$ cat config.mk
export PLATFORM = sky130hd
export DESIGN_NAME = dcsm_top
export DESIGN_NICKNAME = d
export VERILOG_FILES = /design/src/dcsm_pkg.sv /design/src/dcsm_tick_if.sv /design/src/dcsm_tick.sv /design/src/dcsm_top.sv
export SDC_FILE = /design/constraint.sdc
export NUM_CORES = 1
export LEC_CHECK = 0
export ABC_AREA = 0
export BUFFER_PORTS_ARGS = -buffer_cell sky130_fd_sc_hd__buf_2
export CORE_MARGIN = 1
export CORE_UTILIZATION = 61
export CTS_CLUSTER_SIZE = 24
export DETAILED_ROUTE_END_ITERATION = 7
export PLACE_DENSITY = 0.95
export SYNTH_ARGS = -nofsm -noshare
export SYNTH_HDL_FRONTEND = slang
export SYNTH_SLANG_ARGS = --single-unit
export TNS_END_PERCENT = 30
$ cat constraint.sdc
create_clock -name i_clk -period 5 [get_ports i_clk]
set_input_delay 0.25 -clock i_clk [delete_from_list [all_inputs] [get_ports i_clk]]
set_output_delay 0.25 -clock i_clk [all_outputs]
set_load 0.005 [all_outputs]
$ cat src/dcsm_pkg.sv
// package: register map, field layout, codes and timing counts of the clock manager
`default_nettype none
package dcsm_pkg;
   // register offsets (byte addresses)
   localparam logic [11:0] OFS_HF_CRYSTAL_SOURCE_START = 12'h000;
   localparam logic [11:0] OFS_HF_CRYSTAL_SOURCE_STOP = 12'h004;
   localparam logic [11:0] OFS_LF_START = 12'h008;
   localparam logic [11:0] OFS_LF_STOP = 12'h00C;
   localparam logic [11:0] OFS_RC_TRIM = 12'h010;
   localparam logic [11:0] OFS_IT_START = 12'h014;
   localparam logic [11:0] OFS_IT_STOP = 12'h018;
   localparam logic [11:0] OFS_EV_HF_UP = 12'h100;
   localparam logic [11:0] OFS_EV_LF_UP = 12'h104;
   localparam logic [11:0] OFS_EV_TRIM_DONE = 12'h10C;
   localparam logic [11:0] OFS_EV_IT_EXP = 12'h110;
   localparam logic [11:0] OFS_IRQ_SET = 12'h304;
   localparam logic [11:0] OFS_IRQ_CLR = 12'h308;
   localparam logic [11:0] OFS_HF_STAT = 12'h40C;
   localparam logic [11:0] OFS_LF_STAT = 12'h418;
   localparam logic [11:0] OFS_LF_SEL = 12'h518;
   localparam logic [11:0] OFS_IT_RELOAD = 12'h538;
   localparam logic [11:0] OFS_CRYSTAL_SOURCE_FREQ = 12'h550;
   // interrupt enable bit positions
   localparam int IRQ_BIT_HF_UP = 0;
   localparam int IRQ_BIT_LF_UP = 1;
   localparam int IRQ_BIT_TRIM_DONE = 3;
   localparam int IRQ_BIT_IT_EXP = 4;
   // status field positions
   localparam int STAT_SRC_LSB = 0;
   localparam int STAT_RUN_BIT = 16;
   // slow source codes
   localparam logic [1:0] LF_SRC_RC = 2'h0;
   localparam logic [1:0] LF_SRC_CRYSTAL = 2'h1;
   localparam logic [1:0] LF_SRC_DERIVED = 2'h2;
   // reset values
   localparam logic [1:0] LF_SEL_RESET = 2'h0;
   localparam logic [6:0] IT_RELOAD_RESET = 7'h00;
   localparam logic [7:0] CRYSTAL_SOURCE_FREQ_RESET = 8'hFF;
   // timing
   localparam int CLK_HZ = 20_000_000;
   localparam int SLOW_HZ = 32768;
   localparam int SLOW_DIV = CLK_HZ / SLOW_HZ; // whole cycles per slow tick
   localparam int QUARTER_SEC_TICKS = 8192; // 0.25 s of slow clock
   localparam int TRIM_SLOW_TICKS = 16; // calibration length, slow ticks
endpackage : dcsm_pkg
`default_nettype wire

$ cat src/dcsm_tick_if.sv
// interface: slow-clock tick generator link
`default_nettype none
interface dcsm_tick_if;
   logic run;
   logic tick;
   modport gen (input run, output tick);
   modport user (output run, input tick);
endinterface : dcsm_tick_if
`default_nettype wire

$ cat src/dcsm_tick.sv
// module: slow-clock tick generator, one pulse per 32.768 kHz period while running
`default_nettype none
module dcsm_tick
   import dcsm_pkg::*;
#(
   parameter int DIV = SLOW_DIV
) (
   input wire logic i_clk,
   input wire logic i_reset_n,
   dcsm_tick_if.gen t
);
   typedef struct packed {
      logic [10:0] cnt;
      logic tick;
   } dcsm_tk_t;
   dcsm_tk_t s;
   dcsm_tk_t next_s;
   // divider, held at zero while the slow clock is off
   always_comb begin
      next_s = s;
      next_s.tick = 1'b0;
      if (!t.run) begin
         next_s.cnt = '0;
      end else if (s.cnt == 11'(DIV - 1)) begin
         next_s.cnt = '0;
         next_s.tick = 1'b1;
      end else begin
         next_s.cnt = s.cnt + 11'h001;
      end
   end
   always_ff @(posedge i_clk or negedge i_reset_n) begin
      if (!i_reset_n) begin
         s <= '0;
      end else begin
         s <= next_s;
      end
   end
   assign t.tick = s.tick;
endmodule : dcsm_tick
`default_nettype wire

$ cat src/dcsm_top.sv
// module: dual clock source manager, register file and clock sequencing
// Operation
// RULE1: fast clock is 16 MHz, slow clock 32.768 kHz, only in ON mode.
// RULE2: slow source code 0 RC, 1 crystal, 2 derived; status has running flag.
// RULE3: after reset the slow clock and all slow sources are off.
// RULE4: slow start runs selected source; RC covers until it is ready.
// RULE5: slow stop task stops the slow clock.
// RULE6: software changes slow selector only while the slow clock is stopped.
// RULE7: derived slow source needs the fast clock running.
// RULE8: fast RC oscillator runs automatically in ON mode.
// RULE9: crystal start/stop tasks control it; started event when running.
// RULE10: fast RC is off while crystal runs, back on when it stops.
// RULE11: fast RC may sleep when idle; restarts when demand returns.
// RULE12: software runs fast clock from crystal before radio or trim.
// RULE13: software sets crystal frequency selector for a 32 MHz crystal.
// RULE14: trim task with slow RC running requests fast clock, then done event.
// RULE15: software starts fast crystal before triggering trim.
// RULE16: interval timer start and stop tasks start and stop it.
// RULE17: timer counts down from reload, raises expired event at zero.
// RULE18: timer stops by itself at zero.
// RULE19: reload value is in 0.25 s units, 0.25 s to 31.75 s.
// RULE20: software issues at most one trim/timer task per slow period.
// RULE21: slow source started event once the selected source runs.
// RULE22: fast status gives source in bit 0, running in bit 16.
// RULE23: interrupt enables set by write-one set, cleared by write-one clear.
// RULE24: task writes pulse one cycle; events latch until written zero.
// RULE25: interrupt asserted while an enabled event is set.
`default_nettype none
module dcsm_top
   import dcsm_pkg::*;
#(
   parameter int HF_CRYSTAL_SOURCE_START_CYC = 16,
   parameter int LF_CRYSTAL_SOURCE_START_SLOW = 8,
   parameter int QUARTER_TICKS = QUARTER_SEC_TICKS
) (
   input wire logic i_clk,
   input wire logic i_reset_n,
   input wire logic [11:0] i_addr,
   input wire logic [31:0] i_wdata,
   input wire logic i_wr,
   input wire logic i_rd,
   input wire logic i_fast_demand,
   input wire logic i_cpu_sleep,
   output logic [31:0] o_rdata,
   output logic o_irq,
   output logic o_fast_rc_en,
   output logic o_fast_crystal_source_en,
   output logic o_fast_clock_run,
   output logic o_slow_rc_en,
   output logic o_slow_crystal_source_en,
   output logic o_slow_derived_en,
   output logic o_slow_clock_run,
   output logic o_trim_fast_req,
   output logic [7:0] o_crystal_source_freq
);
   typedef enum {LF_OFF, LF_STARTING, LF_RUN} dcsm_lf_t;
   typedef struct packed {
      logic [31:0] rdata;
      logic [4:0] irq_en;
      logic ev_hf, ev_lf, ev_trim, ev_it;
      logic [1:0] lf_sel;
      logic [6:0] it_reload;
      logic [7:0] crystal_source_freq;
      logic hf_crystal_source_on, hf_crystal_source_run;
      logic [7:0] hf_cnt;
      logic fast_rc_en;
      dcsm_lf_t lf_state;
      logic [1:0] lf_src;
      logic [7:0] lf_cnt;
      logic trim_busy;
      logic [4:0] trim_cnt;
      logic it_run;
      logic [19:0] it_cnt;
      logic irq;
      logic d1_dem, d2_dem, d1_slp, d2_slp;
      // registered slow source enables and slow clock run flag
      logic slow_rc_en;
      logic slow_crystal_source_en;
      logic slow_derived_en;
      logic slow_run;
   } dcsm_st_t;
   dcsm_st_t s;
   dcsm_st_t next_s;
   dcsm_tick_if tk ();
   logic wr_any;
   // slow tick generator runs with the slow clock
   dcsm_tick u_tick (
      .i_clk(i_clk),
      .i_reset_n(i_reset_n),
      .t(tk.gen)
   );
   assign tk.run = (s.lf_state != LF_OFF);
   function automatic logic hit(input logic [11:0] a, input logic [11:0] o);
      return a == o;
   endfunction : hit
   // next state
   always_comb begin
      next_s = s;
      wr_any = i_wr && i_wdata[0];
      // pin synchronisers
      next_s.d1_dem = i_fast_demand;
      next_s.d2_dem = s.d1_dem;
      next_s.d1_slp = i_cpu_sleep;
      next_s.d2_slp = s.d1_slp;
      // crystal start/stop and start-up count
      if (wr_any && hit(i_addr, OFS_HF_CRYSTAL_SOURCE_START)) begin // RULE9 RULE24
         next_s.hf_crystal_source_on = 1'b1;
      end
      if (wr_any && hit(i_addr, OFS_HF_CRYSTAL_SOURCE_STOP)) begin // RULE9
         next_s.hf_crystal_source_on = 1'b0;
         next_s.hf_crystal_source_run = 1'b0;
         next_s.hf_cnt = '0;
      end
      if (s.hf_crystal_source_on && !s.hf_crystal_source_run) begin
         if (s.hf_cnt == 8'(HF_CRYSTAL_SOURCE_START_CYC - 1)) begin
            next_s.hf_crystal_source_run = 1'b1;
            next_s.ev_hf = 1'b1; // RULE9
         end else begin
            next_s.hf_cnt = s.hf_cnt + 8'h01;
         end
      end
      // fast RC: off under crystal, may sleep when idle
      next_s.fast_rc_en = !s.hf_crystal_source_run && (s.d2_dem || !s.d2_slp || s.trim_busy
                          || s.lf_src == LF_SRC_DERIVED && s.lf_state != LF_OFF); // RULE10 RULE11 RULE8
      // slow clock sequencing
      case (s.lf_state)
         LF_OFF: begin
            if (wr_any && hit(i_addr, OFS_LF_START)) begin // RULE4
               next_s.lf_cnt = '0;
               if (s.lf_sel == LF_SRC_CRYSTAL) begin
                  next_s.lf_src = LF_SRC_RC; // RULE4
                  next_s.lf_state = LF_STARTING;
               end else begin
                  next_s.lf_src = s.lf_sel;
                  next_s.lf_state = LF_RUN;
                  next_s.ev_lf = 1'b1; // RULE21
               end
            end
         end
         LF_STARTING: begin
            if (tk.tick) begin
               if (s.lf_cnt == 8'(LF_CRYSTAL_SOURCE_START_SLOW - 1)) begin
                  next_s.lf_src = LF_SRC_CRYSTAL;
                  next_s.lf_state = LF_RUN;
                  next_s.ev_lf = 1'b1; // RULE21
               end else begin
                  next_s.lf_cnt = s.lf_cnt + 8'h01;
               end
            end
         end
         LF_RUN: begin
         end
         default: next_s.lf_state = LF_OFF;
      endcase
      if (wr_any && hit(i_addr, OFS_LF_STOP)) begin // RULE5
         next_s.lf_state = LF_OFF;
         next_s.lf_src = LF_SRC_RC;
         next_s.trim_busy = 1'b0;
      end
      // slow RC trim
      if (wr_any && hit(i_addr, OFS_RC_TRIM) && s.lf_state == LF_RUN
          && s.lf_src == LF_SRC_RC) begin // RULE14
         next_s.trim_busy = 1'b1;
         next_s.trim_cnt = '0;
      end else if (s.trim_busy && tk.tick) begin
         if (s.trim_cnt == 5'(TRIM_SLOW_TICKS - 1)) begin
            next_s.trim_busy = 1'b0;
            next_s.ev_trim = 1'b1; // RULE14
         end else begin
            next_s.trim_cnt = s.trim_cnt + 5'h01;
         end
      end
      // interval timer, counts slow ticks
      if (wr_any && hit(i_addr, OFS_IT_START)) begin // RULE16 RULE17
         next_s.it_run = 1'b1;
         next_s.it_cnt = 20'(s.it_reload * QUARTER_TICKS); // RULE19
      end else if (wr_any && hit(i_addr, OFS_IT_STOP)) begin // RULE16
         next_s.it_run = 1'b0;
      end else if (s.it_run && tk.tick) begin
         if (s.it_cnt <= 20'h00001) begin
            next_s.it_cnt = '0;
            next_s.it_run = 1'b0; // RULE18
            next_s.ev_it = 1'b1; // RULE17
         end else begin
            next_s.it_cnt = s.it_cnt - 20'h00001;
         end
      end
      // register writes; event set wins over a clear in the same cycle unless the event was already set
      if (i_wr) begin
         if (hit(i_addr, OFS_EV_HF_UP) && !i_wdata[0] && next_s.ev_hf == s.ev_hf) begin
            next_s.ev_hf = 1'b0; // RULE24
         end
         if (hit(i_addr, OFS_EV_LF_UP) && !i_wdata[0] && next_s.ev_lf == s.ev_lf) begin
            next_s.ev_lf = 1'b0;
         end
         if (hit(i_addr, OFS_EV_TRIM_DONE) && !i_wdata[0] && next_s.ev_trim == s.ev_trim) begin
            next_s.ev_trim = 1'b0;
         end
         if (hit(i_addr, OFS_EV_IT_EXP) && !i_wdata[0] && next_s.ev_it == s.ev_it) begin
            next_s.ev_it = 1'b0;
         end
         if (hit(i_addr, OFS_IRQ_SET)) begin
            next_s.irq_en = s.irq_en | i_wdata[4:0]; // RULE23
         end
         if (hit(i_addr, OFS_IRQ_CLR)) begin
            next_s.irq_en = s.irq_en & ~i_wdata[4:0]; // RULE23
         end
         if (hit(i_addr, OFS_LF_SEL)) begin
            next_s.lf_sel = i_wdata[1:0]; // RULE6
         end
         if (hit(i_addr, OFS_IT_RELOAD)) begin
            next_s.it_reload = i_wdata[6:0];
         end
         if (hit(i_addr, OFS_CRYSTAL_SOURCE_FREQ)) begin
            next_s.crystal_source_freq = i_wdata[7:0]; // RULE13
         end
      end
      next_s.irq = (next_s.ev_hf && next_s.irq_en[IRQ_BIT_HF_UP])
                || (next_s.ev_lf && next_s.irq_en[IRQ_BIT_LF_UP])
                || (next_s.ev_trim && next_s.irq_en[IRQ_BIT_TRIM_DONE])
                || (next_s.ev_it && next_s.irq_en[IRQ_BIT_IT_EXP]); // RULE25
      // slow enables from the next state, so the pins come from flops
      next_s.slow_run = next_s.lf_state != LF_OFF; // RULE3
      next_s.slow_rc_en = next_s.slow_run && next_s.lf_src == LF_SRC_RC; // RULE4
      next_s.slow_crystal_source_en = next_s.slow_run && next_s.lf_sel == LF_SRC_CRYSTAL; // RULE4
      next_s.slow_derived_en = next_s.slow_run && next_s.lf_src == LF_SRC_DERIVED; // RULE7
      // read data, one cycle later, zero otherwise
      next_s.rdata = '0;
      if (i_rd) begin
         case (i_addr)
            OFS_EV_HF_UP: next_s.rdata = {31'h0, s.ev_hf};
            OFS_EV_LF_UP: next_s.rdata = {31'h0, s.ev_lf};
            OFS_EV_TRIM_DONE: next_s.rdata = {31'h0, s.ev_trim};
            OFS_EV_IT_EXP: next_s.rdata = {31'h0, s.ev_it};
            OFS_IRQ_SET, OFS_IRQ_CLR: next_s.rdata = {27'h0, s.irq_en};
            OFS_HF_STAT: begin
               next_s.rdata[STAT_SRC_LSB] = s.hf_crystal_source_run; // RULE22
               next_s.rdata[STAT_RUN_BIT] = 1'b1;
            end
            OFS_LF_STAT: begin
               next_s.rdata[STAT_SRC_LSB+:2] = s.lf_src; // RULE2
               next_s.rdata[STAT_RUN_BIT] = s.lf_state != LF_OFF;
            end
            OFS_LF_SEL: next_s.rdata = {30'h0, s.lf_sel};
            OFS_IT_RELOAD: next_s.rdata = {25'h0, s.it_reload};
            OFS_CRYSTAL_SOURCE_FREQ: next_s.rdata = {24'h0, s.crystal_source_freq};
            default: next_s.rdata = '0;
         endcase
      end
   end
   // state register; reset leaves slow side off, fast RC on
   always_ff @(posedge i_clk or negedge i_reset_n) begin
      if (!i_reset_n) begin
         s <= '{rdata: '0, irq_en: '0, ev_hf: 1'b0, ev_lf: 1'b0, ev_trim: 1'b0,
                ev_it: 1'b0, lf_sel: LF_SEL_RESET, it_reload: IT_RELOAD_RESET,
                crystal_source_freq: CRYSTAL_SOURCE_FREQ_RESET, hf_crystal_source_on: 1'b0, hf_crystal_source_run: 1'b0,
                hf_cnt: '0, fast_rc_en: 1'b1, lf_state: LF_OFF, lf_src: LF_SRC_RC,
                lf_cnt: '0, trim_busy: 1'b0, trim_cnt: '0, it_run: 1'b0,
                it_cnt: '0, irq: 1'b0, d1_dem: 1'b0, d2_dem: 1'b0,
                d1_slp: 1'b0, d2_slp: 1'b0, slow_rc_en: 1'b0, slow_crystal_source_en: 1'b0,
                slow_derived_en: 1'b0, slow_run: 1'b0}; // RULE3 RULE8
      end else begin
         s <= next_s;
      end
   end
   // outputs straight from state flops, except fast clock run, which is tied high
   assign o_rdata = s.rdata;
   assign o_irq = s.irq;
   assign o_fast_rc_en = s.fast_rc_en;
   assign o_fast_crystal_source_en = s.hf_crystal_source_on;
   assign o_fast_clock_run = 1'b1; // RULE1
   assign o_slow_rc_en = s.slow_rc_en;
   assign o_slow_crystal_source_en = s.slow_crystal_source_en;
   assign o_slow_derived_en = s.slow_derived_en; // RULE7
   assign o_slow_clock_run = s.slow_run;
   assign o_trim_fast_req = s.trim_busy;
   assign o_crystal_source_freq = s.crystal_source_freq;
   // assertions
   trim_done_ev_a: assert property (@(posedge i_clk) disable iff (!i_reset_n)
      $fell(s.trim_busy) && s.lf_state != LF_OFF |-> s.ev_trim) // RULE14
      else $error("trim end without done event");
   lf_stop_a: assert property (@(posedge i_clk) disable iff (!i_reset_n)
      i_wr && i_wdata[0] && i_addr == OFS_LF_STOP |=> !o_slow_clock_run) // RULE5
      else $error("slow clock still runs after stop");
   lf_start_a: assert property (@(posedge i_clk) disable iff (!i_reset_n)
      i_wr && i_wdata[0] && i_addr == OFS_LF_START && !o_slow_clock_run
      |=> o_slow_clock_run && s.lf_src == (s.lf_sel == LF_SRC_CRYSTAL ? LF_SRC_RC : s.lf_sel)) // RULE4
      else $error("slow start wrong source");
   hf_rc_off_a: assert property (@(posedge i_clk) disable iff (!i_reset_n)
      s.hf_crystal_source_run |=> !o_fast_rc_en) // RULE10
      else $error("fast RC on under crystal");
   hf_up_ev_a: assert property (@(posedge i_clk) disable iff (!i_reset_n)
      $rose(s.hf_crystal_source_run) |-> s.ev_hf) // RULE9
      else $error("crystal up without event");
   it_stop_a: assert property (@(posedge i_clk) disable iff (!i_reset_n)
      $rose(s.ev_it) |-> !s.it_run && s.it_cnt == 20'h0) // RULE17 RULE18
      else $error("timer expiry wrong");
   irq_en_set_a: assert property (@(posedge i_clk) disable iff (!i_reset_n)
      i_wr && i_addr == OFS_IRQ_SET |=> (s.irq_en & $past(i_wdata[4:0])) == $past(i_wdata[4:0])) // RULE23
      else $error("enable set failed");
   irq_out_a: assert property (@(posedge i_clk) disable iff (!i_reset_n)
      o_irq == ((s.ev_hf && s.irq_en[0]) || (s.ev_lf && s.irq_en[1])
      || (s.ev_trim && s.irq_en[3]) || (s.ev_it && s.irq_en[4]))) // RULE25
      else $error("interrupt mismatch");
   hf_stat_a: assert property (@(posedge i_clk) disable iff (!i_reset_n)
      i_rd && i_addr == OFS_HF_STAT |=> o_rdata[16] && o_rdata[0] == $past(s.hf_crystal_source_run)) // RULE22
      else $error("fast status wrong");
   // slow side assertions
   slow_off_a: assert property (@(posedge i_clk) disable iff (!i_reset_n)
      !o_slow_clock_run |-> !o_slow_rc_en && !o_slow_crystal_source_en && !o_slow_derived_en) // RULE3
      else $error("slow source on while slow clock off");
   slow_any_src_a: assert property (@(posedge i_clk) disable iff (!i_reset_n)
      o_slow_clock_run |-> o_slow_rc_en || o_slow_crystal_source_en || o_slow_derived_en) // RULE4
      else $error("slow clock runs without a source");
   lf_crystal_source_up_a: assert property (@(posedge i_clk) disable iff (!i_reset_n)
      $rose(s.lf_src == LF_SRC_CRYSTAL) |-> s.ev_lf && s.lf_state == LF_RUN) // RULE21
      else $error("crystal slow source up without event");
   trim_rc_only_a: assert property (@(posedge i_clk) disable iff (!i_reset_n)
      $rose(s.trim_busy) |-> $past(s.lf_state) == LF_RUN && $past(s.lf_src) == LF_SRC_RC) // RULE14
      else $error("trim started without slow RC");
   trim_stop_a: assert property (@(posedge i_clk) disable iff (!i_reset_n)
      i_wr && i_wdata[0] && i_addr == OFS_LF_STOP |=> !o_trim_fast_req) // RULE5
      else $error("trim request held after slow stop");
   it_load_a: assert property (@(posedge i_clk) disable iff (!i_reset_n)
      i_wr && i_wdata[0] && i_addr == OFS_IT_START
      |=> s.it_run && s.it_cnt == 20'($past(s.it_reload) * QUARTER_TICKS)) // RULE17 RULE19
      else $error("timer not loaded from reload");
   // fast side, events and enables
   hf_crystal_source_en_a: assert property (@(posedge i_clk) disable iff (!i_reset_n)
      i_wr && i_wdata[0] && i_addr == OFS_HF_CRYSTAL_SOURCE_START |=> o_fast_crystal_source_en) // RULE9
      else $error("crystal enable missing after start");
   hf_rc_back_a: assert property (@(posedge i_clk) disable iff (!i_reset_n)
      $fell(s.hf_crystal_source_run) && s.d2_dem |=> o_fast_rc_en) // RULE10
      else $error("fast RC not back after crystal stop");
   ev_clear_a: assert property (@(posedge i_clk) disable iff (!i_reset_n)
      i_wr && i_addr == OFS_EV_HF_UP && !i_wdata[0] && s.hf_crystal_source_run |=> !s.ev_hf) // RULE24
      else $error("event not cleared by write of zero");
   irq_en_clr_a: assert property (@(posedge i_clk) disable iff (!i_reset_n)
      i_wr && i_addr == OFS_IRQ_CLR |=> (s.irq_en & $past(i_wdata[4:0])) == 5'h00) // RULE23
      else $error("enable clear failed");
   hf_up_c: cover property (@(posedge i_clk) $rose(s.hf_crystal_source_run));
   lf_start_c: cover property (@(posedge i_clk) $rose(s.ev_lf));
   trim_c: cover property (@(posedge i_clk) $rose(s.ev_trim));
   it_exp_c: cover property (@(posedge i_clk) $rose(s.ev_it));
   irq_c: cover property (@(posedge i_clk) $rose(o_irq));
endmodule : dcsm_top
`default_nettype wire

After elaboration in Yosys (flattened, before gate mapping)
Index checks and enable logic that the tools add are counted.
{"block": "totals", "reg_bits": 159, "out_inout_bits": 49}
{"block": "op_classes", "addsub": 5, "magnitude_cmp": 1, "n_eq_ne": 37, "mux": 57, "n_bitwise": 3, "n_reduce_logical": 60}
{"cell": "case mux 32 bit (3 select lines)", "count": 1}
{"cell": "2-to-1 mux 42 bit", "count": 2}
{"cell": "2-to-1 mux 34 bit", "count": 2}
{"cell": "nonzero test 32 bit", "count": 2}
{"cell": "equality test 12 x 11 -> 1 bit (second input constant)", "count": 5}
{"cell": "equality test 12 x 9 -> 1 bit (second input constant)", "count": 4}
{"cell": "2-to-1 mux 21 bit", "count": 2}
{"cell": "2-to-1 mux 20 bit", "count": 2}
{"cell": "equality test 12 x 5 -> 1 bit (second input constant)", "count": 3}
{"cell": "equality test 32 x 1 -> 1 bit (second input constant)", "count": 1}
{"cell": "equality test 32 x 2 -> 1 bit (second input constant)", "count": 1}
{"cell": "equality test 32 x 3 -> 1 bit (second input constant)", "count": 1}
{"cell": "logical NOT 32 bit", "count": 1}
{"cell": "logical AND 1 bit", "count": 30}
{"cell": "2-to-1 mux 26 bit", "count": 1}
{"cell": "2-to-1 mux 1 bit", "count": 25}
{"cell": "equality test 12 x 10 -> 1 bit (second input constant)", "count": 2}
{"cell": "equality test 12 x 4 -> 1 bit (second input constant)", "count": 2}
{"cell": "2-to-1 mux 8 bit", "count": 3}
{"cell": "2-to-1 mux 11 bit", "count": 2}
{"cell": "less-or-equal comparator 20 x 1 -> 1 bit (second input constant)", "count": 1}
{"cell": "case mux 10 bit (2 select lines)", "count": 1}
{"cell": "subtractor 20 x 1 -> 20 bit (second input constant)", "count": 1}
{"cell": "case mux 6 bit (3 select lines)", "count": 1}
{"cell": "other kinds (36)", "count": 67}

Depth between registers and ports, before layout
Gate-level depths: netlist (run 1).
{"block": "logic_depth", "depth_word": 13, "ltp_mapped": 11, "mapped_depth_nobuf": 8}

Cells and area by module
Synthesis (run 1) repeated with hierarchy kept, for this count alone.
{"block": "hier_totals", "cells_unflattened": 626, "hier_area_um2": 6541.3}
{"mod": "dcsm_top", "n_inst": 1, "cells_per_inst": 570, "area_each_um2": 5950.7}
{"mod": "dcsm_tick", "n_inst": 1, "cells_per_inst": 56, "area_each_um2": 590.6}

Worst setup path after synthesis (run 1)
No wires, ideal clock.
{"block": "synth_path", "path_type": "flip-flop to flip-flop", "from": "reg s[68] in the netlist's numbering", "to": "reg s (netlist bit o_slow_derived_en)", "arrival_time_ns": 1.943, "required_ns": 4.906, "path_slack_ns": 2.963, "path_stages_with_launch": 8, "synth_period_minus_slack_ns": 2.037, "path_cell_list": "dfrtp_1 > nor4_1 > nand4_1 > or2_2 > clkbuf_1 > nor4b_1 > o21ai_0 > a211oi_1"}
{"element": "from (decl)", "line": "dcsm_top.sv:82", "text": "dcsm_st_t s;"}
{"element": "from (signal assigned)", "line": "dcsm_top.sv:254", "text": "s <= '{rdata: '0, irq_en: '0, ev_hf: 1'b0, ev_lf: 1'b0, ev_trim: 1'b0,"}
{"element": "from (signal assigned)", "line": "dcsm_top.sv:263", "text": "s <= next_s;"}

==> results of run 1 <==
==> registers in the layout, indices dropped and copies added, names as in the netlist, 2 cells and up <==
signal and count:
next_s 2, o_crystal_source_freq 8, o_rdata 9, u_tick.s 11, s 97
==> final cells by class <==
cell class                 instances  area (um^2)
tap                              136          170
sequential                       136         3410
inverter                           8         30.0
multi-input combinational        479         2900
clock buffer                      21          459
timing repair buffer              61          358
antenna                            2         5.00
fill                             671         2890
clock inverter                    11          146
==> cell families (layout without fill, tap and decap cells) <==
| kind of cell | after synthesis | after routing | synth area share [%] |
|---|---|---|---|
| AO/OA/AOI/OAI | 105 | 105 | 10.6 |
| XOR/XNOR | 21 | 21 | 2.82 |
| adder cells (fa/ha/maj) | 8 | 8 | 1.53 |
| buffers and inverters | 64 | 101 | 6.29 |
| flip-flops | 136 | 136 | 52.3 |
| multiplexers | 24 | 24 | 4.05 |
| other | 2 | 56 | 0.115 |
| AND/OR/NAND/NOR | 267 | 267 | 22.3 |
==> synth_stat cells, drive strengths merged (3+ instances only) <==
cell type	instances
inv	8
nor4	21
nor2	78
clkbuf	9
nand2	47
or3	6
nor3b	3
dfstp	9
or4b	3
xor2	13
nand4	17
mux2i	5
nand3b	5
nor3	18
and4	3
o31ai	3
xnor2	8
nand3	18
ha	8
or4	7
and3	16
o21ai	39
or2	3
buf	47
mux2	19
a222oi	5
dfrtp	127
a22oi	5
a32oi	4
a21oi	23
nor4b	7
nor2b	6
a31oi	9
==> layer usage <==
layer / track usage (%) / vias up / part of all wire (%)
met4: 9.46 / 2 / 2.2
li1: - / 2345 / -
met1: 35.3 / 2558 / 39
met3: 8.78 / 58 / 8.1
met5: 0 / - / 0.085
met2: 49.6 / 317 / 51
==> critical path, stage by stage (launching register included) <==
cell     delay (ns)
dfrtp_1        0.36
nor4_1         0.34
nand4_1        0.32
or2_2          0.47
o21ai_0        0.87
nor2_1         0.18
==> where the power goes <==
group	switching [mW]	leakage, nW	internal [mW]
combinational	0.0727	1.42	0.0337
clock	0.458	0.294	0.799
sequential	0.0135	1.67	1.12
total	0.544	3.39	1.96
==> how the worst min path moves through the flow <==
stage | startpoint | endpoint | slack, ns
after floorplan | i_reset_n | next_s[4] | -0.05
after global placement | next_s[4] | s[4] | 0.34
after detailed placement | next_s[4] | s[4] | 0.34
after CTS | i_rd | o_rdata[5] | 0.02
after global routing | i_rd | o_rdata[5] | 0.03
final | i_rd | o_rdata[5] | 0.05
==> metrics by stage <==
stage               cell area (um^2)  hold slack (ns)
floorplan                       6720          -0.0456
global placement                6780            0.336
detailed placement              6780            0.337
CTS                             7470           0.0232
global route                    7470           0.0251
finish                          7480           0.0472
==> what timing repair did <==
| item | in CTS | in global routing |
|---|---|---|
| endpoints found under the setup margin | 0 | 0 |
| endpoints found under the hold margin | 68 | 0 |
| hold buffers | 9 | 0 |
==> impl_summary.log, run 1 <==
INFO  metric worstSetupPathType = register to register
INFO  metric postLayoutSetupSlackWorst = 2.29 ns
INFO  metric drt_iter0_drc = ~560
INFO  metric yosys_warnings = 0
INFO  metric ctsHtreeMaxLevel = 4
INFO  metric r2r_end = u_tick.s[5]
INFO  metric slew_violations = 0
INFO  metric globalplace.congestion = approximately 0.94
INFO  metric initial_antenna_violation_count = 2
INFO  metric synth_flop_cell = dfrtp_1
INFO  metric post_synth_main_area_contributors = dfrtp_1 49%, buf_4 4.8%, nor2_1 4.4%
INFO  metric grt_util_all_layers = between 20% and 30%
INFO  metric avgSynthCellArea = about 10 um^2
INFO  metric routedWlPerCell = roughly 18 um
INFO  metric ioPinCount = about 100
INFO  metric cp-end-kind = register
INFO  metric cts_inserted_buffers = 17
INFO  metric worst_slew_pin_slew = between 1 and 1.5 ns
INFO  metric viasPerCell = ~6.2
INFO  metric numClockSinks = about 140
INFO  metric most-common-layout-cells = 127 x dfrtp_1, 77 x nor2_1, 54 x conb_1
INFO  metric overflow = 0
INFO  metric instances_no_fill = around 850
INFO  metric drt_drc_violations_left = 1
INFO  metric max_clock_freq = 368 MHz
INFO  metric placeableCoreArea = about 10,000 um^2
INFO  metric die_area = 11,100 um^2
INFO  metric yosysUniqueCellTypes = between 60 and 70
INFO  metric yosysTopAreaCell = dfrtp_1
INFO  metric cts_tree = yes
INFO  metric clock_tree.root_cell = clkbuf_8
INFO  metric antenna_violating_nets_post_route = 0
INFO  metric violations = DRC
INFO  metric grt_start_max_net_pins = between 90 and 100
INFO  metric die_y = around 110 um
INFO  metric seq_area_frac_synth = a little over half
INFO  metric drt_first_pass_iters = 8
INFO  metric fraction_of_layout_instances_using_a_drive_strength_above_1 = a little under a fifth
INFO  metric r2r-start = s[58]
INFO  metric finalCritPeriodShare = around 54%
INFO  metric ctsResizeCount = 0
INFO  metric vias = 5,280
INFO  metric design_power_total = about 2.5 mW
INFO  metric fp.dieW = about 110 um
INFO  metric ir_worst_vdd = 350 uV
INFO  metric critical_path_peak_fanout = 11
INFO  metric worstSetupStartpoint = s[58]
INFO  metric clock_path_buffers = 2
INFO  metric cts_setup_buffers = 0
INFO  metric final_net_count = around 760
INFO  metric num_rows = 37
INFO  metric setup.reg_to_reg.worst_slack = approximately 2.3 ns
INFO  metric hold_path_depth = 2
INFO  metric final.setup.tns = 0 ns
INFO  metric numPlacedInstances = about 800
INFO  metric timing.max_cap.violations = 0
INFO  metric slew-limit-headroom = between 20% and 30%
INFO  metric layout.core_utilization = a little over 70%
INFO  metric post_synth_instance_area = about 6500 um^2
INFO  metric preCtsSetupSlack = between 2 and 2.5 ns
INFO  metric detail_route.wirelength = 15,300 um
INFO  metric status = finished with violations
INFO  metric setup_viol = 0
INFO  metric finalHoldViolCount = 0
INFO  metric most_common_library_cell_in_the_layout_ignoring_fill_and_taps = dfrtp_1
INFO  metric count_of_flip_flops_with_a_built_in_enable_after_synthesis = 0
INFO  metric static_leak = about 3.4 nW
INFO  metric insertion_delay = 0.53 ns
INFO  metric ff2ff_path_depth = 5
INFO  metric worst-endpoint-arrival = just over 3 ns
INFO  metric min_period = 2.71 ns
INFO  metric grt_first_pass_wirelength = 24,800 um
INFO  metric ratio_of_total_power_to_cell_area = ~330 nW/um^2
INFO  metric netlist_instances = 627
INFO  metric setup_repair_after_global_routing_missed_its_margin = false
INFO  metric cp-endpoint = u_tick.s[5]
INFO  metric async_reset_ff_share = 100%
INFO  metric numPortBuffers = 50
INFO  metric number_of_global_route_vias_before_repair = 5,108
INFO  metric post-dp-hpwl = 9820 um
INFO  metric worst-endpoint-required = ~5.4 ns
INFO  metric clk_pin_slew = ~0.060 ns
INFO  metric worst_setup_sp_type = register
INFO  metric postSynthRegisterBits = between 100 and 150
INFO  metric areaGrowthSynthToFinish = 14.6%
INFO  metric initial_core_util = about 63%
INFO  metric synth_top_area_share = 48.7%
INFO  metric finClkSkew = about 0.0075 ns
INFO  metric worst_hold_path_type = input pin to register
No activity file was read; power rests on OpenSTA's default activity.
==> inputs of run 2 (changes only) <==
--- a/config.mk
+++ b/config.mk
@@ -8,10 +8,10 @@
 export ABC_AREA = 0
 export BUFFER_PORTS_ARGS = -buffer_cell sky130_fd_sc_hd__buf_2
 export CORE_MARGIN = 1
-export CORE_UTILIZATION = 61
+export CORE_UTILIZATION = 52
 export CTS_CLUSTER_SIZE = 24
 export DETAILED_ROUTE_END_ITERATION = 7
-export PLACE_DENSITY = 0.95
+export PLACE_DENSITY = 0.87
 export SYNTH_ARGS = -nofsm -noshare
 export SYNTH_HDL_FRONTEND = slang
 export SYNTH_SLANG_ARGS = --single-unit
==> constraint.sdc (replaced) <==
create_clock -name i_clk -period 2.3 [get_ports i_clk]
set_input_delay 0.115 -clock i_clk [delete_from_list [all_inputs] [get_ports i_clk]]
set_output_delay 0.115 -clock i_clk [all_outputs]
set_load 0.005 [all_outputs]
==> run 2 against run 1 <==
Net effect: the run now ends clean; sequential share of layout area fell by 2.1 points; register-to-register slack worse by 2.2 ns; via count rose by 1.0%; first-iteration DRC count decreased by 14%; clock power grew 120%; worst setup slack worse by 2.2 ns; total power grew 120%; critical path type unchanged; largest cell class unchanged; largest power group unchanged.
==> impl_summary.log, run 2 (same netlist as run 1, synthesis figures left out) <==
INFO  metric detail_route.wirelength = 15,900 um (was 15,300 um)
INFO  metric clk_pin_slew = 0.06 ns (about the same)
INFO  metric finClkSkew = 0.0108 ns (was 0.00747 ns)
INFO  metric design_power_total = 5.54 mW (was 2.50 mW)
INFO  metric final.setup.tns = 0 ns (unchanged)
INFO  metric post-dp-hpwl = 10,900 um (was 9820 um)
INFO  metric worst_hold_slack = 0.0493 ns (was 0.0472 ns)
INFO  metric numPortBuffers = 50 (unchanged)
INFO  metric ff2ff_path_depth = 6 (was 5)
INFO  metric cts_setup_buffers = 0 (unchanged)
INFO  metric cp-endpoint = o_slow_derived_en (was u_tick.s[5])
INFO  metric initial_antenna_violation_count = 1 (was 2)
INFO  metric finalHoldViolCount = 0 (unchanged)
INFO  metric most_common_library_cell_in_the_layout_ignoring_fill_and_taps = dfrtp_1 (unchanged)
INFO  metric worst_setup_sp_type = register (unchanged)
INFO  metric slew_violations = 0 (unchanged)
INFO  metric insertion_delay = 0.43 ns (was 0.53 ns)
INFO  metric multi_input_area = 2950 um^2 (was 2900 um^2)
INFO  metric preCtsSetupSlack = 0.0869 ns (was 2.32 ns)
INFO  metric ioPinCount = 99 (unchanged)
INFO  metric finalCritPeriodShare = 97.5% (was 54.3%)
INFO  metric postLayoutSetupSlackWorst = 0.0570 ns (was 2.29 ns)
INFO  metric drt_first_pass_iters = 6 (was 8)
INFO  metric final_net_count = 793 (was 761)
INFO  metric timing.max_cap.violations = 0 (unchanged)
INFO  metric intPower = 4.25 mW (was 1.96 mW)
INFO  metric worst-endpoint-arrival = 2.55 ns (was 3.07 ns)
INFO  metric sw_frac_of_total = 23.3% (was 21.8%)
INFO  metric setup_repair_after_global_routing_missed_its_margin = true (was false)
INFO  metric worstSetupPathType = register to register (unchanged)
INFO  metric slew-limit-headroom = 55.2% (was 21.9%)
INFO  metric registers.top_by_ff_count = s (unchanged)
INFO  metric cts_tree = yes (unchanged)
INFO  metric worst-endpoint-required = 2.60 ns (was 5.35 ns)
INFO  metric grt_start_max_net_pins = 50 (was 97)
INFO  metric seq_area = 3410 um^2 (unchanged)
INFO  metric overflow = 0 (unchanged)
INFO  metric setup.reg_to_reg.worst_slack = 0.06 ns (was 2.29 ns)
INFO  metric ir_worst_vdd = 647 uV (was 350 uV)
INFO  metric cp-end-kind = register (unchanged)
INFO  metric clkPwrFrac = 51.0% (was 50.3%)
INFO  metric setup_viol = 0 (unchanged)
INFO  metric initial_core_util = 53.9% (was 62.9%)
INFO  metric largest_register_ff_count = 97 (unchanged)
INFO  metric route.layer.met1.wl = 6340 um (was 5870 um)
INFO  metric status = finished, final reports clean (was finished with violations)
INFO  metric drt_drc_violations_left = 0 (was 1)
INFO  metric clock_path_buffers = 2 (unchanged)
INFO  metric fill_cells = 924 (was 671)
INFO  metric die_area = 13,000 um^2 (was 11,100 um^2)
INFO  metric ratio_of_total_power_to_cell_area = 708 nW/um^2 (was 334 nW/um^2)
INFO  metric worst_slew_pin_slew = 0.663 ns (was 1.17 ns)
INFO  metric detailroute.wirelength.met2 = 8030 um (was 7790 um)
INFO  metric cts_inserted_buffers = 17 (unchanged)
INFO  metric r2r-start = s[58] (unchanged)
INFO  metric routedWlPerCell = 17.3 um (was 17.9 um)
INFO  metric static_leak = 3.56 nW (was 3.39 nW)
INFO  metric worst_hold_path_type = input pin to register (unchanged)
INFO  metric maxUsedRoutingLayer = met4 (was met5)
INFO  metric ctsHtreeMaxLevel = 4 (unchanged)
INFO  metric power.switching = 1.29 mW (was 0.544 mW)
INFO  metric areaGrowthSynthToFinish = 20.1% (was 14.6%)
INFO  metric critical_path_peak_fanout = 7 (was 11)
INFO  metric most-common-layout-cells = 127 x dfrtp_1, 77 x nor2_1, 54 x conb_1 (unchanged)
INFO  metric routed-wl-met3 = 1250 um (was 1230 um)
INFO  metric r2r_end = o_slow_derived_en (was u_tick.s[5])
INFO  metric placeableCoreArea = 12,100 um^2 (was 10,400 um^2)
INFO  metric max_clock_freq = 446 MHz (was 368 MHz)
INFO  metric dpl_cell_area = 7060 um^2 (was 6780 um^2)
INFO  metric num_rows = 40 (was 37)
INFO  metric worstSetupStartpoint = s[58] (unchanged)
INFO  metric viasPerCell = 5.81 (was 6.18)
INFO  metric die_y = 114 um (was 105 um)
INFO  metric min_period = 2.24 ns (was 2.71 ns)
INFO  metric clock_tree.root_cell = clkbuf_16 (was clkbuf_8)
INFO  metric vias = 5,334 (was 5,280)
INFO  metric combinationalPowerShare = 4.4% (was 4.3%)
INFO  metric numClockSinks = 136 (unchanged)
INFO  metric number_of_global_route_vias_before_repair = 5,317 (was 5,108)
INFO  metric p_seq_share = 44.6% (was 45.5%)
INFO  metric grt_util_all_layers = 25.9% (was 29.1%)
INFO  metric globalplace.congestion = 0.917 (was 0.935)
INFO  metric design_area = 7830 um^2 (was 7480 um^2)
INFO  metric antenna_violating_nets_post_route = 0 (unchanged)
INFO  metric fraction_of_layout_instances_using_a_drive_strength_above_1 = 22.6% (was 18.3%)
INFO  metric grt_first_pass_wirelength = 25,800 um (was 24,800 um)
INFO  metric drt_iter0_drc = 476 (was 555)
INFO  metric fp.dieW = 114 um (was 105 um)
-- run 2: cell count changes in the layout (fill, tap and decap cells not counted), moves of 2 or more --
cell / delta
nor4_1: -3
inv_6: +5
clkbuf_8: -4
clkinv_2: -2
buf_4: +29
dlygate4sd3_1: +2
nor4_2: +3
-- run 2: timing repair --
action,in CTS,in global routing
hold buffers,11,0
pin swaps,0,0
setup endpoints to repair,1,14
hold endpoints to repair,57,0
gates resized for setup,3,7
cloned,0,0
-- run 2: worst min-delay path by stage --
| stage | start | end | depth (start not counted) |
|---|---|---|---|
| 3_5_place_dp | i_reset_n | o_rdata[7] | 1 |
| 5_1_grt | i_wdata[0] | o_crystal_source_freq[0] | 2 |
| 4_1_cts | i_wdata[0] | o_crystal_source_freq[0] | 2 |
| 3_3_place_gp | i_reset_n | o_rdata[7] | 1 |
| 2_1_floorplan | i_reset_n | next_s[4] | 0 |
| 6_report | i_wdata[0] | o_crystal_source_freq[0] | 2 |
-- run 2: area by class of cell --
type	instances	share of cell area [%]
well taps	168	2.68
diodes	2	0.0639
flip-flops and latches	136	43.6
repair buffers	93	7.86
inverters	8	0.383
multi-input cells	479	37.6
clock inverters	15	2.40
clock buffers	17	5.43
-- run 2: layer usage --
metal | vias to the layer above | global-route usage (%)
met5 | - | 0
met4 | 0 | 10.6
met3 | 40 | 7.12
met2 | 246 | 43.6
met1 | 2640 | 31.4
li1 | 2408 | -
-- run 2: through the flow --
stage | cells | util (%)
after detailed placement | 873 | 58.3
after floorplan | 679 | -
after global placement | 873 | 58.3
after CTS | 916 | 64.4
final | 918 | 64.7
after global routing | 916 | 64.6
-- run 2: critical path, stage by stage, from the launching register on --
cell and delay (ns):
dfrtp_1 0.36, nor4_1 0.33, nand4_1 0.18, or2_2 0.42, nor4b_2 0.31, o21ai_1 0.18, a211oi_1 0.34
-- run 2: power groups by stage --
stage | Sequential [mW] | Combinational (mW) | Clock (mW)
after floorplan | 2.50 | 0.131 | 0
after global placement | 2.51 | 0.210 | 0
after detailed placement | 2.51 | 0.222 | 0
after CTS | 2.47 | 0.238 | 2.85
after global routing | 2.48 | 0.273 | 2.95
final | 2.47 | 0.243 | 2.83
==> inputs of run 3 (changes only) <==
--- a/config.mk
+++ b/config.mk
@@ -12,6 +12,7 @@
 export CTS_CLUSTER_SIZE = 24
 export DETAILED_ROUTE_END_ITERATION = 7
 export PLACE_DENSITY = 0.87
+export SETUP_SLACK_MARGIN = 0.15
 export SYNTH_ARGS = -nofsm -noshare
 export SYNTH_HDL_FRONTEND = slang
 export SYNTH_SLANG_ARGS = --single-unit
==> run 3 against run 2 <==
Net effect: wire length is 0.40% lower; critical path depth is 1 lower; critical path type unchanged; count of clock-buffer cells in the layout unchanged; critical endpoint is now s[86].
==> impl_summary.log, run 3 (same netlist as run 1, synthesis figures left out) <==
INFO  metric preCtsSetupSlack = 0.0869 ns (unchanged)
INFO  metric status = finished, final reports clean (unchanged)
INFO  metric timing.max_cap.violations = 0 (unchanged)
INFO  metric max_clock_freq = 482 MHz (was 446 MHz)
INFO  metric initial_antenna_violation_count = 1 (unchanged)
INFO  metric setup_viol = 0 (unchanged)
INFO  metric fp.dieW = 114 um (unchanged)
INFO  metric final_net_count = 795 (was 793)
INFO  metric cts_tree = yes (unchanged)
INFO  metric post-dp-hpwl = 10,900 um (unchanged)
INFO  metric antenna_violating_nets_post_route = 0 (unchanged)
INFO  metric grt_start_max_net_pins = 50 (unchanged)
INFO  metric initial_core_util = 53.9% (unchanged)
INFO  metric worst_hold_path_type = input pin to register (unchanged)
INFO  metric globalplace.congestion = 0.917 (unchanged)
INFO  metric worstSetupPathType = register to register (unchanged)
INFO  metric most_common_library_cell_in_the_layout_ignoring_fill_and_taps = dfrtp_1 (unchanged)
INFO  metric viasPerCell = 5.77 (was 5.81)
INFO  metric ff2ff_path_depth = 5 (was 6)
INFO  metric timing.critical_path.slowest_cell_delay = 0.57 ns (was 0.42 ns)
INFO  metric die_area = 13,000 um^2 (unchanged)
INFO  metric ratio_of_total_power_to_cell_area = 701 nW/um^2 (was 708 nW/um^2)
INFO  metric largest_register_ff_count = 97 (unchanged)
INFO  metric routedWlPerCell = 17.2 um (was 17.3 um)
INFO  metric drt_first_pass_iters = 5 (was 6)
INFO  metric grt_first_pass_wirelength = 25,800 um (about the same)
INFO  metric finalCritPeriodShare = 90.2% (was 97.5%)
INFO  metric ir_worst_vdd = 644 uV (was 647 uV)
INFO  metric finalHoldViolCount = 0 (unchanged)
INFO  metric placeableCoreArea = 12,100 um^2 (unchanged)
INFO  metric detail_route.wirelength = 15,900 um (about the same)
INFO  metric grt_util_all_layers = 25.9% (about the same)
INFO  metric setup.reg_to_reg.worst_slack = 0.23 ns (was 0.06 ns)
INFO  metric overflow = 0 (unchanged)
INFO  metric worst_slew_pin_slew = 0.750 ns (was 0.663 ns)
INFO  metric vias = 5,312 (was 5,334)
INFO  metric ioPinCount = 99 (unchanged)
INFO  metric slowest_stage = or4_1 (was or2_2)
INFO  metric fill_cells = 913 (was 924)
INFO  metric worst-endpoint-arrival = 2.38 ns (was 2.55 ns)
INFO  metric critical_path_peak_fanout = 10 (was 7)
INFO  metric clk_pin_slew = 0.06 ns (about the same)
INFO  metric cp_common_cell = o21ai_0
INFO  metric path_buf_inv = 0 (unchanged)
INFO  metric most-common-layout-cells = 126 x dfrtp_1, 75 x nor2_1, 54 x conb_1 (was 127 x dfrtp_1, 77 x nor2_1, 54 x conb_1)
INFO  metric ctsHtreeMaxLevel = 4 (unchanged)
INFO  metric numClockSinks = 136 (unchanged)
INFO  metric number_of_global_route_vias_before_repair = 5,327 (was 5,317)
INFO  metric numPortBuffers = 50 (unchanged)
INFO  metric cp-endpoint = s[86] (was o_slow_derived_en)
INFO  metric slew_violations = 0 (unchanged)
INFO  metric slew-limit-headroom = 49.3% (was 55.2%)
INFO  metric drt_iter0_drc = 452 (was 476)
INFO  metric areaGrowthSynthToFinish = 21.2% (was 20.1%)
INFO  metric final.setup.tns = 0 ns (unchanged)
INFO  metric finClkSkew = 0.00862 ns (was 0.0108 ns)
INFO  metric worst_setup_sp_type = register (unchanged)
INFO  metric clock_path_buffers = 2 (unchanged)
INFO  metric critical_path_depth = 5 (was 6)
INFO  metric cts_inserted_buffers = 17 (unchanged)
INFO  metric num_rows = 40 (unchanged)
INFO  metric static_leak = 3.59 nW (was 3.56 nW)
INFO  metric worst-endpoint-required = 2.61 ns (was 2.60 ns)
INFO  metric worstSetupStartpoint = s[83] (was s[58])
INFO  metric setup_repair_after_global_routing_missed_its_margin = true (unchanged)
INFO  metric postLayoutSetupSlackWorst = 0.225 ns (was 0.0570 ns)
INFO  metric r2r_end = s[86] (was o_slow_derived_en)
INFO  metric critPathTopFamily = compound AO/OA/AOI/OAI gates (was simple AND/OR/NAND/NOR gates)
INFO  metric cp-end-kind = register (unchanged)
INFO  metric clock_tree.root_cell = clkbuf_16 (unchanged)
INFO  metric drt_drc_violations_left = 0 (unchanged)
INFO  metric timing.critical_path.cells = or4_1 > o21ai_1 > a32oi_1 > o21ai_0 > o21ai_0 (was nor4_1 > nand4_1 > or2_2 > nor4b_2 > o21ai_1 > a211oi_1)
INFO  metric min_period = 2.07 ns (was 2.24 ns)
INFO  metric insertion_delay = 0.43 ns (about the same)
INFO  metric r2r-start = s[83] (was s[58])
INFO  metric registers.top_by_ff_count = s (unchanged)
INFO  metric fraction_of_layout_instances_using_a_drive_strength_above_1 = 24.1% (was 22.6%)
INFO  metric die_y = 114 um (unchanged)
[run 3: changes by cell type in the layout (fill, tap and decap cells not counted), moves of 2 or more]
cell	delta
nor2_1	-2
nor4_2	+3
buf_4	+2
nor4_1	-3
[run 3: final cells by class]
class                           count  area, um^2  area share (%)
Antenna cell                        2        5.00          0.0633
Clock buffer                       17         425            5.38
Clock inverter                     15         188            2.37
Inverter                            8        30.0           0.380
Multi-Input combinational cell    479        3010            38.0
Sequential cell                   136        3420            43.2
Tap cell                          168         210            2.66
Timing Repair Buffer               95         631            7.97
[run 3: through the flow]
| step | utilization [%] | cell area [um^2] | hold slack (ns) | cells | power, mW |
|---|---|---|---|---|---|
| after floorplan | - | 6720 | -0.181 | 679 | 2.64 |
| after global placement | 58.3 | 7060 | 0.145 | 873 | 2.72 |
| after detailed placement | 58.3 | 7060 | 0.145 | 873 | 2.73 |
| after CTS | 64.4 | 7800 | 0.0379 | 916 | 5.56 |
| after global routing | 65.3 | 7910 | 0.0507 | 918 | 5.70 |
| final | 65.3 | 7910 | 0.0555 | 920 | 5.54 |
[run 3: power breakdown]
group | internal (mW) | switching (mW) | leakage [nW]
Clock | 1.72 | 1.10 | 0.291
Combinational | 0.0857 | 0.158 | 1.62
Sequential | 2.44 | 0.0332 | 1.67
[run 3: timing repair]
action                                  CTS  global route
buffers inserted                          0             2
endpoints found under the setup margin   12            24
gates resized for setup                   6            18
pin swaps                                 0             3
endpoints found under the hold margin    57             0
hold buffers                             11             0
[run 3: layer usage]
metal	vias up	part of all wire (%)	GRT usage [%]
met1	2602	39	31.5
met4	0	2.0	10.6
met3	39	7.9	7.12
met5	-	0	0
li1	2411	-	-
met2	260	51	43.6
[run 3: worst min path at each step]
stage                    start                        to  slack (ns)  depth (start not counted)
floorplan            i_reset_n                 next_s[4]       -0.18                          0
finish              i_wdata[0]  o_crystal_source_freq[0]        0.06                          2
detailed placement   i_reset_n                o_rdata[7]        0.14                          1
CTS                 i_wdata[0]  o_crystal_source_freq[0]        0.04                          2
global route        i_wdata[0]  o_crystal_source_freq[0]        0.05                          2
global placement     i_reset_n                o_rdata[7]        0.15                          1
